$ cat config.mk
export PLATFORM = sky130hd
export DESIGN_NAME = pfh_top
export DESIGN_NICKNAME = d
export VERILOG_FILES = /design/src/pfh_pkg.sv /design/src/pfh_cycle.sv /design/src/pfh_top.sv
export SDC_FILE = /design/constraint.sdc
export NUM_CORES = 1
export LEC_CHECK = 0
export ABC_AREA = 1
export BUFFER_PORTS_ARGS = -buffer_cell sky130_fd_sc_hd__buf_2
export CAP_MARGIN = 0
export CELL_PAD_IN_SITES_DETAIL_PLACEMENT = 1
export CELL_PAD_IN_SITES_GLOBAL_PLACEMENT = 1
export CORE_ASPECT_RATIO = 0.5
export CORE_MARGIN = 3
export CORE_UTILIZATION = 47
export DETAILED_ROUTE_END_ITERATION = 8
export GPL_ROUTABILITY_DRIVEN = 1
export HOLD_SLACK_MARGIN = 0.05
export PLACE_DENSITY_LB_ADDON = 0.15
export SETUP_SLACK_MARGIN = 0.05
export SYNTH_ARGS = -nofsm -noshare
export SYNTH_HDL_FRONTEND = slang
export SYNTH_HIERARCHICAL = 1
export SYNTH_SLANG_ARGS = --single-unit
export TNS_END_PERCENT = 5
$ cat constraint.sdc
create_clock -name clk_i -period 4.05 [get_ports clk_i]
set_input_delay 0.2025 -clock clk_i [delete_from_list [all_inputs] [get_ports clk_i]]
set_output_delay 0.2025 -clock clk_i [all_outputs]
set_load 0.005 [all_outputs]
$ cat src/pfh_pkg.sv
package pfh_pkg;
    // Software-visible register offsets (byte addresses, one word each)
    localparam logic [11:0] REG_CMD     = 12'h000;
    localparam logic [11:0] REG_ADDR    = 12'h004;
    localparam logic [11:0] REG_DATA    = 12'h008;
    localparam logic [11:0] REG_STATUS  = 12'h00C;
    localparam logic [11:0] REG_RDATA   = 12'h010;
    localparam logic [11:0] REG_TIMING  = 12'h014;
    localparam logic [11:0] REG_POLLCNT = 12'h018;

    // Command codes written to REG_CMD
    localparam logic [3:0] OP_READ    = 4'h1;
    localparam logic [3:0] OP_RESET   = 4'h2;
    localparam logic [3:0] OP_IDENT   = 4'h3;
    localparam logic [3:0] OP_PROGRAM = 4'h4;
    localparam logic [3:0] OP_CHIPER  = 4'h5;
    localparam logic [3:0] OP_SECTER  = 4'h6;
    localparam logic [3:0] OP_SUSPEND = 4'h7;
    localparam logic [3:0] OP_RESUME  = 4'h8;
    localparam logic [3:0] OP_WRITE   = 4'h9;

    // Flash bus addresses and data of the command sequences
    localparam logic [16:0] FA_UNLOCK1 = 17'h00555;
    localparam logic [16:0] FA_UNLOCK2 = 17'h002AA;
    localparam logic [7:0]  FD_UNLOCK1 = 8'hAA;
    localparam logic [7:0]  FD_UNLOCK2 = 8'h55;
    localparam logic [7:0]  FD_RESET   = 8'hF0;
    localparam logic [7:0]  FD_IDENT   = 8'h90;
    localparam logic [7:0]  FD_PROGRAM = 8'hA0;
    localparam logic [7:0]  FD_ERASE   = 8'h80;
    localparam logic [7:0]  FD_CHIP    = 8'h10;
    localparam logic [7:0]  FD_SECTOR  = 8'h30;
    localparam logic [7:0]  FD_SUSPEND = 8'hB0;
    localparam logic [7:0]  FD_RESUME  = 8'h30;

    // Status field positions
    localparam int ST_BUSY = 0;
    localparam int ST_DONE = 1;
    localparam int ST_FAIL = 2;

    // Pin phase timing in clock cycles (default 10 cycles, 80 ns per phase)
    localparam logic [7:0] PHASE_CYC_RST = 8'h0A;
    localparam logic [15:0] POLL_MAX_RST = 16'hFFFF;

    // One bus step toward the flash
    typedef struct packed {
        logic        wr;
        logic [16:0] addr;
        logic [7:0]  data;
    } pfh_step_t;

    // Flash pins driven by the controller
    typedef struct packed {
        logic        ce_n;
        logic        oe_n;
        logic        we_n;
        logic [16:0] addr;
        logic [7:0]  dq_out;
        logic        dq_oe_n;
    } pfh_pins_t;
endpackage : pfh_pkg

$ cat src/pfh_cycle.sv
`timescale 1ns/1ps
// Performs one flash bus cycle (read or write) with programmable phase length
module pfh_cycle (
    input  wire logic              clk_i,      // Clock
    input  wire logic              reset_n_i,  // Async reset, active low
    input  wire logic              start_i,    // Begin a cycle
    input  wire pfh_pkg::pfh_step_t step_i,    // Cycle description
    input  wire logic [7:0]        phase_i,    // Cycles per phase
    input  wire logic [7:0]        dq_i,       // Synchronised data pins
    output pfh_pkg::pfh_pins_t     pins_o,     // Registered pin drive
    output logic [7:0]             rdata_o,    // Captured read byte
    output logic                   done_o      // One-cycle completion pulse
);
    import pfh_pkg::*;

    typedef enum logic [1:0] {
        CY_IDLE  = 2'b00,
        CY_SETUP = 2'b01,
        CY_ACT   = 2'b10,
        CY_HOLD  = 2'b11
    } pfh_cy_t;

    pfh_cy_t    state,  next_state;
    logic [7:0] cnt,    next_cnt;
    pfh_step_t  cur,    next_cur;
    pfh_pins_t  next_pins;
    logic [7:0] next_rdata;
    logic       next_done;

    // Setup: address stable, strobes high. Active: strobe low. Hold: release.
    always_comb begin
        next_state = state;
        next_cnt   = cnt;
        next_cur   = cur;
        next_pins  = pins_o;
        next_rdata = rdata_o;
        next_done  = 1'b0;
        unique case (state)
            CY_IDLE: begin
                if (start_i) begin
                    next_cur            = step_i;
                    next_pins.addr      = step_i.addr;
                    next_pins.dq_out    = step_i.data;
                    next_pins.oe_n      = 1'b1;
                    next_pins.we_n      = 1'b1;
                    next_pins.ce_n      = 1'b1;
                    next_pins.dq_oe_n   = ~step_i.wr;
                    next_cnt            = phase_i;
                    next_state          = CY_SETUP;
                end
            end
            CY_SETUP: begin
                if (cnt <= 8'h01) begin
                    next_pins.ce_n = 1'b0;
                    next_pins.we_n = ~cur.wr;
                    next_pins.oe_n = cur.wr;
                    next_cnt       = phase_i;
                    next_state     = CY_ACT;
                end else begin
                    next_cnt = cnt - 8'h01;
                end
            end
            CY_ACT: begin
                if (cnt <= 8'h01) begin
                    // Sample before strobes rise; dq_i lags by the sync stages
                    if (!cur.wr) begin
                        next_rdata = dq_i;
                    end
                    next_pins.ce_n = 1'b1;
                    next_pins.we_n = 1'b1;
                    next_pins.oe_n = 1'b1;
                    next_cnt       = phase_i;
                    next_state     = CY_HOLD;
                end else begin
                    next_cnt = cnt - 8'h01;
                end
            end
            CY_HOLD: begin
                if (cnt <= 8'h01) begin
                    next_pins.dq_oe_n = 1'b1;
                    next_done         = 1'b1;
                    next_state        = CY_IDLE;
                end else begin
                    next_cnt = cnt - 8'h01;
                end
            end
        endcase
    end

    // State registers
    always_ff @(posedge clk_i or negedge reset_n_i) begin
        if (!reset_n_i) begin
            state   <= CY_IDLE;
            cnt     <= 8'h00;
            cur     <= '0;
            pins_o  <= '{ce_n: 1'b1, oe_n: 1'b1, we_n: 1'b1, addr: 17'h00000,
                         dq_out: 8'h00, dq_oe_n: 1'b1};
            rdata_o <= 8'h00;
            done_o  <= 1'b0;
        end else begin
            state   <= next_state;
            cnt     <= next_cnt;
            cur     <= next_cur;
            pins_o  <= next_pins;
            rdata_o <= next_rdata;
            done_o  <= next_done;
        end
    end
endmodule : pfh_cycle

$ cat src/pfh_top.sv
`timescale 1ns/1ps
// What this block does
// - Write: CE, WE low, OE high
// - Completion detected by polling status bits
// - Unlock AA at 555, 55 at 2AA
// - F0 anywhere resets to array read
// - 90 at 555 enters identification mode
// - Program: unlock, A0, byte at target
// - Erase: unlock, 80, unlock, 10 or 30
// - B0 suspends, 30 resumes sector erase
// - Host writes reset to leave identification
module pfh_top (
    input  wire logic        clk_i,      // Clock, 125 MHz
    input  wire logic        reset_n_i,  // Async reset, active low
    input  wire logic        psel,       // APB select
    input  wire logic        penable,    // APB enable
    input  wire logic        pwrite,     // APB direction
    input  wire logic [11:0] paddr,      // APB byte address
    input  wire logic [31:0] pwdata,     // APB write data
    output logic [31:0]      prdata,     // APB read data
    output logic             pready,     // APB ready
    output logic             pslverr,    // APB error
    output logic             ce_n_o,     // Flash chip select, low active
    output logic             oe_n_o,     // Flash output enable, low active
    output logic             we_n_o,     // Flash write strobe, low active
    output logic [16:0]      addr_o,     // Flash address
    output logic [7:0]       dq_o,       // Flash data out
    output logic             dq_oe_n_o,  // Flash data drive enable, low = driving
    input  wire logic [7:0]  dq_i        // Flash data in (asynchronous)
);
    import pfh_pkg::*;

    typedef enum logic [2:0] {
        SQ_IDLE = 3'b000,
        SQ_ISSUE = 3'b001,
        SQ_WAIT = 3'b010,
        SQ_POLL = 3'b011,
        SQ_PWAIT = 3'b100
    } pfh_sq_t;

    // Sequencer state
    pfh_sq_t     state,    next_state;
    logic [2:0]  idx,      next_idx;
    logic [2:0]  nsteps,   next_nsteps;
    logic [3:0]  op,       next_op;
    logic [16:0] faddr,    next_faddr;
    logic [7:0]  fdata,    next_fdata;
    logic [7:0]  phase,    next_phase;
    logic [15:0] pollmax,  next_pollmax;
    logic [15:0] pollcnt,  next_pollcnt;
    logic [7:0]  prev_rd,  next_prev_rd;
    logic        busy,     next_busy;
    logic        done,     next_done;
    logic        fail,     next_fail;
    logic [31:0] next_prdata;
    logic        next_pready;
    logic        first_poll, next_first_poll;

    // Cycle engine wiring
    logic        cy_start;
    pfh_step_t   cy_step;
    pfh_pins_t   cy_pins;
    logic [7:0]  cy_rdata;
    logic        cy_done;
    logic [7:0]  dq_meta, dq_sync;

    // Two-stage synchroniser on the asynchronous data pins
    always_ff @(posedge clk_i or negedge reset_n_i) begin
        if (!reset_n_i) begin
            dq_meta <= 8'h00;
            dq_sync <= 8'h00;
        end else begin
            dq_meta <= dq_i;
            dq_sync <= dq_meta;
        end
    end

    pfh_cycle u_cycle (
        .clk_i     (clk_i),
        .reset_n_i (reset_n_i),
        .start_i   (cy_start),
        .step_i    (cy_step),
        .phase_i   (phase),
        .dq_i      (dq_sync),
        .pins_o    (cy_pins),
        .rdata_o   (cy_rdata),
        .done_o    (cy_done)
    );

    // Pins come straight from the cycle engine's flops
    assign ce_n_o    = cy_pins.ce_n;
    assign oe_n_o    = cy_pins.oe_n;
    assign we_n_o    = cy_pins.we_n;
    assign addr_o    = cy_pins.addr;
    assign dq_o      = cy_pins.dq_out;
    assign dq_oe_n_o = cy_pins.dq_oe_n;

    // Step table: bus cycle for op at idx; every poll is a read at faddr
    always_comb begin
        cy_step = '{wr: 1'b1, addr: faddr, data: fdata};
        unique case ((state == SQ_POLL) ? OP_READ : op)
            OP_RESET:   cy_step.data = FD_RESET;
            OP_SUSPEND: cy_step.data = FD_SUSPEND;
            OP_RESUME:  cy_step.data = FD_RESUME;
            OP_READ:    cy_step.wr   = 1'b0;
            OP_WRITE:   cy_step.wr   = 1'b1;
            default: begin
                // unlock prefix, code at 2, erase unlocks at 3 and 4
                if (idx == 3'd0 || (nsteps == 3'd6 && idx == 3'd3)) begin
                    cy_step.addr = FA_UNLOCK1;
                    cy_step.data = FD_UNLOCK1;
                end else if (idx == 3'd1 || (nsteps == 3'd6 && idx == 3'd4)) begin
                    cy_step.addr = FA_UNLOCK2;
                    cy_step.data = FD_UNLOCK2;
                end else if (idx == 3'd2) begin
                    cy_step.addr = FA_UNLOCK1;
                    cy_step.data = (op == OP_IDENT)   ? FD_IDENT :
                                   (op == OP_PROGRAM) ? FD_PROGRAM : FD_ERASE;
                end else if (op == OP_PROGRAM) begin
                    cy_step.addr = faddr;
                    cy_step.data = fdata;
                end else if (op == OP_CHIPER) begin
                    cy_step.addr = FA_UNLOCK1;
                    cy_step.data = FD_CHIP;
                end else begin
                    // sector chosen by address bits 16..12
                    cy_step.addr = {faddr[16:12], 12'h000};
                    cy_step.data = FD_SECTOR;
                end
            end
        endcase
    end

    // Sequencer and APB slave. A read follows a program or erase to watch
    // the toggle bit; polling is bounded so a stuck flash is reported.
    always_comb begin
        next_state      = state;
        next_idx        = idx;
        next_nsteps     = nsteps;
        next_op         = op;
        next_faddr      = faddr;
        next_fdata      = fdata;
        next_phase      = phase;
        next_pollmax    = pollmax;
        next_pollcnt    = pollcnt;
        next_prev_rd    = prev_rd;
        next_busy       = busy;
        next_done       = done;
        next_fail       = fail;
        next_first_poll = first_poll;
        next_prdata     = prdata;
        next_pready     = 1'b0;
        cy_start        = 1'b0;

        unique case (state)
            SQ_IDLE: ;
            SQ_ISSUE: begin
                cy_start   = 1'b1;
                next_state = SQ_WAIT;
            end
            SQ_WAIT: begin
                if (cy_done) begin
                    if (idx + 3'd1 < nsteps) begin
                        next_idx   = idx + 3'd1;
                        next_state = SQ_ISSUE;
                    end else if (op == OP_PROGRAM || op == OP_CHIPER ||
                                 op == OP_SECTER) begin
                        // flash times itself; sequencer polls toggle bit
                        next_first_poll = 1'b1;
                        next_pollcnt    = 16'h0000;
                        next_state      = SQ_POLL;
                    end else begin
                        next_busy  = 1'b0;
                        next_done  = 1'b1;
                        next_state = SQ_IDLE;
                    end
                end
            end
            SQ_POLL: begin
                cy_start   = 1'b1;
                next_state = SQ_PWAIT;
            end
            SQ_PWAIT: begin
                if (cy_done) begin
                    next_prev_rd    = cy_rdata;
                    next_first_poll = 1'b0;
                    if (!first_poll && cy_rdata[6] == prev_rd[6]) begin
                        // Toggle bit stopped: operation finished
                        next_busy  = 1'b0;
                        next_done  = 1'b1;
                        next_state = SQ_IDLE;
                    end else if (pollcnt == pollmax) begin
                        // Poll limit reached: timed out or stuck flash
                        next_busy  = 1'b0;
                        next_fail  = 1'b1;
                        next_state = SQ_IDLE;
                    end else begin
                        next_pollcnt = pollcnt + 16'h0001;
                        next_state   = SQ_POLL;
                    end
                end
            end
            default: next_state = SQ_IDLE;
        endcase

        // APB access phase; answers one cycle after the access starts
        if (psel && penable && !pready) begin
            next_pready = 1'b1;
            next_prdata = 32'h0000_0000;
            if (pwrite) begin
                unique case (paddr)
                    REG_ADDR:   next_faddr   = pwdata[16:0];
                    REG_DATA:   next_fdata   = pwdata[7:0];
                    REG_TIMING: next_phase   = (pwdata[7:0] == 8'h00) ? 8'h01 : pwdata[7:0];
                    REG_POLLCNT: next_pollmax = pwdata[15:0];
                    REG_STATUS: begin
                        // Write one to clear; a set in the same cycle wins
                        if (pwdata[ST_DONE]) next_done = next_done & ~done;
                        if (pwdata[ST_FAIL]) next_fail = next_fail & ~fail;
                    end
                    REG_CMD: begin
                        // Commands while busy are ignored
                        if (!busy && pwdata[3:0] >= OP_READ && pwdata[3:0] <= OP_WRITE) begin
                            next_op     = pwdata[3:0];
                            next_idx    = 3'd0;
                            next_busy   = 1'b1;
                            next_done   = 1'b0;
                            next_fail   = 1'b0;
                            next_state  = SQ_ISSUE;
                            unique case (pwdata[3:0])
                                OP_IDENT:   next_nsteps = 3'd3;
                                OP_PROGRAM: next_nsteps = 3'd4;
                                OP_CHIPER, OP_SECTER: next_nsteps = 3'd6;
                                default:              next_nsteps = 3'd1;
                            endcase
                        end
                    end
                    default: ;
                endcase
            end else begin
                unique case (paddr)
                    REG_CMD:     next_prdata = {28'h0, op};
                    REG_ADDR:    next_prdata = {15'h0, faddr};
                    REG_DATA:    next_prdata = {24'h0, fdata};
                    REG_STATUS:  next_prdata = {29'h0, fail, done, busy};
                    REG_RDATA:   next_prdata = {24'h0, cy_rdata};
                    REG_TIMING:  next_prdata = {24'h0, phase};
                    REG_POLLCNT: next_prdata = {16'h0, pollmax};
                    default:     next_prdata = 32'h0000_0000;
                endcase
            end
        end
    end

    // Register stage
    always_ff @(posedge clk_i or negedge reset_n_i) begin
        if (!reset_n_i) begin
            state      <= SQ_IDLE;
            idx        <= 3'd0;
            nsteps     <= 3'd1;
            op         <= OP_READ;
            faddr      <= 17'h00000;
            fdata      <= 8'h00;
            phase      <= PHASE_CYC_RST;
            pollmax    <= POLL_MAX_RST;
            pollcnt    <= 16'h0000;
            prev_rd    <= 8'h00;
            busy       <= 1'b0;
            done       <= 1'b0;
            fail       <= 1'b0;
            first_poll <= 1'b0;
            prdata     <= 32'h0000_0000;
            pready     <= 1'b0;
        end else begin
            state      <= next_state;
            idx        <= next_idx;
            nsteps     <= next_nsteps;
            op         <= next_op;
            faddr      <= next_faddr;
            fdata      <= next_fdata;
            phase      <= next_phase;
            pollmax    <= next_pollmax;
            pollcnt    <= next_pollcnt;
            prev_rd    <= next_prev_rd;
            busy       <= next_busy;
            done       <= next_done;
            fail       <= next_fail;
            first_poll <= next_first_poll;
            prdata     <= next_prdata;
            pready     <= next_pready;
        end
    end

    assign pslverr = 1'b0;
endmodule : pfh_top

==> impl_results.rst <==
.. list-table::
   :header-rows: 1

   * - Metric
     - Value
   * - Outcome
     - finished, final reports clean
   * - Hold_sp
     - penable
   * - Antenna violations before repair
     - 1
   * - Area post-placement
     - 9657 sq um
   * - Overflow left after global routing
     - 0
   * - Routed via count divided by cell count
     - around 5.4
   * - Number of cell rows
     - 35
   * - Combinational share of power
     - between 10% and 20%
   * - Endpoints failing hold
     - 0
   * - Portion of the clock cycle consumed by the worst path in the final layout
     - 64.15%
   * - Number of flops mapped to enable cells by yosys
     - 0
   * - DR iter-0 viols
     - 530
   * - Global-route wire length before repair
     - 45310 um
   * - Overall die height
     - 104.2 um
   * - Synthesized instance count
     - 1133
   * - Total power density per cell area
     - 430.7 nW/um^2
   * - Clock Tree Root
     - sky130_fd_sc_hd__clkbuf_16
   * - Post-CTS Setup Inserts
     - 0
   * - Worst hold-check path type
     - input pin to flip-flop
   * - Placeable core region
     - 18660 sq um
   * - Dpl hpwl
     - between 20000 and 25000 um
   * - Yosys top cell by area
     - sky130_fd_sc_hd__dfrtp_1
   * - Port bufs
     - ~90
   * - Total I/O pin count
     - 120
   * - Largest fanout of any net on the critical path
     - 32
   * - Detailed-route wire length
     - roughly 28000 um
   * - Setup crit end kind
     - flip-flop
   * - Final weighted congestion in routability-driven placement
     - 0.9125
   * - Distinct cells, synth
     - 47
   * - Top_reg_cell synth
     - sky130_fd_sc_hd__dfrtp_1
   * - Data required time of the critical path
     - 4.40 ns
   * - Number of antenna diodes
     - 0
   * - Switching power as a share of total power
     - 32.30%
   * - Die Wd
     - 202.4 um
   * - Aggregate global-route resource usage
     - approximately 27%
   * - Reg2reg start
     - pready$_DFF_PN0_
   * - Fraction of synthesis flops using an asynchronous set or reset pin
     - 100.0%
   * - Reported max-cap violation count
     - 0
   * - Sinks on the clock net
     - 166
   * - Via count
     - 8100
   * - Maximum number of pins on one net before global-route repair
     - 107
   * - Final total power
     - 4.500 mW
   * - Hold Crit Depth
     - 3
   * - Synth Area per Inst
     - ~8 sq um
   * - Post-synthesis cell area
     - a little over 9000 sq um
   * - Reg-to-reg endpoint
     - pollmax[12]$_DFFE_PN1P_
   * - Cell with the most instances after synthesis
     - sky130_fd_sc_hd__nand2_1
   * - Worst-Margin Slew
     - 1.033 ns
   * - Worst skew pair latency
     - 0.45 ns
   * - Minimum period implied by the final worst setup slack
     - 2.598 ns
   * - Post-CTS resize count
     - 0
   * - Finish-stage setup viols
     - 0
   * - H-tree depth reported by CTS
     - 4
   * - Inserted Clock Buffers
     - 17
   * - Layout overhead on the synthesized area
     - 15.22%
   * - RSZ-0062 raised after global routing
     - false
   * - Max Buffers Root-to-Sink
     - 2
   * - Hold-fix buffers, CTS
     - 19
   * - Crit Path Category
     - flip-flop to flip-flop
   * - Post-route ant nets
     - 0
   * - Share of post-route cells with drive strength above 1
     - 18.90%
   * - Start point of the critical path
     - pready$_DFF_PN0_
   * - Switching power
     - 1.454 mW
   * - Fmax achieved
     - 0.3849 GHz
   * - Slack of the worst reg-to-reg path
     - 1.45 ns
   * - Count of TritonRoute iterations in the first routing pass
     - 5
   * - Final count of pins violating max slew
     - 0
   * - Number of global-route vias before repair
     - 8313
   * - Share of Yosys cell area claimed by the top area cell type
     - 39.18%
   * - Clock tree from TritonCTS
     - yes
   * - Starting density of the core
     - between 40% and 50%
   * - Reg power frac
     - 42.1%
   * - CP Launch Type
     - flip-flop
   * - Normalized max-slew margin
     - 31.17%
   * - Flip-flop and latch count after synthesis
     - ~170
   * - Yosys synthesis warning count
     - 6
   * - Design internal power
     - 3.046 mW
   * - Main area contributors after synthesis
     - sky130_fd_sc_hd__dfrtp_1 (39%), sky130_fd_sc_hd__nand2_1 (12%), sky130_fd_sc_hd__dfstp_2 (7.0%)
   * - Post-route cell area
     - 10450 sq um
   * - Proportion of synthesized chip area in sequential cells
     - a little under half
   * - Register clock-pin slew on the reported worst setup and hold paths
     - 0.07 ns
   * - Static power due to leakage
     - 5.214 nW
   * - Leading cell types by count after synthesis
     - sky130_fd_sc_hd__nand2_1 (284), sky130_fd_sc_hd__dfrtp_1 (142), sky130_fd_sc_hd__inv_1 (141), sky130_fd_sc_hd__nor2_1 (101), sky130_fd_sc_hd__nand3_1 (79)
   * - Setup TNS
     - 0 ns
   * - # DRC
     - 0
   * - Layout net count
     - roughly 1300
   * - WHS Endpoint
     - pready$_DFF_PN0_
   * - Final worst clock skew
     - approximately 0.010 ns
   * - Routed WL per cell
     - 18.53 um
   * - CP arrival
     - 2.95 ns
   * - Worst Reg2Reg Path Length in Cells
     - 5
   * - Clock share of power
     - 38.5%
   * - Die area
     - ~21000 sq um
   * - Worst vdd ir
     - 0.2942 mV
==> critical path, stage by stage (launching register included) <==
cell and delay [ns]:
sky130_fd_sc_hd__dfrtp_1 0.41, sky130_fd_sc_hd__nor2_4 0.25, sky130_fd_sc_hd__inv_1 0.37, sky130_fd_sc_hd__nor2_4 0.37
sky130_fd_sc_hd__nand2_1 0.64, sky130_fd_sc_hd__o21ai_0 0.43
==> flip-flops by register name, indices dropped and copies added, names as in the netlist, 2 cells and up <==
signal           count
u_cycle/state        2
nsteps               3
u_cycle/rdata_o      8
idx                  3
prdata              17
pollmax             16
dq_meta              8
state                3
faddr               17
u_cycle/pins_o      29
phase                8
op                   4
fdata                8
dq_sync              8
u_cycle/cnt          8
pollcnt             16
==> stage by stage <==
stage	utilization, %	worst slack (ns)	instances	hold slack [ns]
finish	56.01	1.452	1508	0.06438
global route	56.01	1.139	1508	0.08090
CTS	56.01	1.444	1508	0.06176
detailed placement	51.76	1.423	1457	0.3122
global placement	51.76	1.535	1457	0.3097
floorplan	-	1.874	1148	-0.09309
==> cell type report <==
class | count | area [sq um]
flip-flops and latches | 166 | 4184
inverters | 155 | 581.8
clock inverters | 13 | 168.9
multi-input cells | 787 | 4093
clock buffers | 19 | 432.9
well taps | 259 | 324.1
repair buffers | 109 | 664.4
fillers | 2344 | 8207
==> cells by family after synthesis <==
group                    count (synthesis)  synth area share [%]
adder cells (fa/ha/maj)                 16                 2.207
AND/OR/NAND/NOR                        538                 26.64
other                                    1               0.04135
XOR/XNOR                                15                 1.449
AO/OA/AOI/OAI                          175                 10.82
buffers and inverters                  195                 9.354
flip-flops                             166                 46.14
multiplexers                            27                 3.353
==> per-layer routing <==
metal	vias to the layer above	global-route usage (%)	share of wire, %
met1	4084	39.24	48
met2	175	43.24	46
met4	2	7.012	1.2
met3	29	4.408	4.8
met5	-	0	0.047
li1	3810	-	-
==> how the worst max path moves through the flow <==
| stage | cells after the start | end | slack (ns) |
|---|---|---|---|
| 3_3_place_gp | 6 | faddr[16]$_DFFE_PN0P_ | 1.53 |
| 4_1_cts | 5 | pollmax[12]$_DFFE_PN1P_ | 1.44 |
| 3_5_place_dp | 6 | faddr[16]$_DFFE_PN0P_ | 1.42 |
| 2_1_floorplan | 12 | pollcnt[4]$_DFFE_PN0P_ | 1.87 |
| 5_1_grt | 5 | pollmax[12]$_DFFE_PN1P_ | 1.14 |
| 6_report | 5 | pollmax[12]$_DFFE_PN1P_ | 1.45 |
==> cell usage in the layout, fill, tap and decap left out, types with 24 or more instances in the layout <==
cell	count
sky130_fd_sc_hd__nand2_1	284
sky130_fd_sc_hd__dfrtp_1	142
sky130_fd_sc_hd__inv_1	141
sky130_fd_sc_hd__nor2_1	101
sky130_fd_sc_hd__buf_2	87
sky130_fd_sc_hd__nand3_1	79
sky130_fd_sc_hd__o21ai_0	77
sky130_fd_sc_hd__a21oi_1	41
sky130_fd_sc_hd__mux2_2	27
sky130_fd_sc_hd__o21ai_1	25
sky130_fd_sc_hd__dfstp_2	24
==> power by group through the flow <==
stage                     logic [mW]  clock network (mW)  registers, mW
after floorplan                0.615                   0           1.88
after global placement         0.811                   0           1.91
after detailed placement       0.852                   0           1.92
after CTS                      0.870                1.75           1.89
after global routing           0.997                1.82           1.91
final                          0.875                1.73           1.89
(Power assumes the default switching activity.)
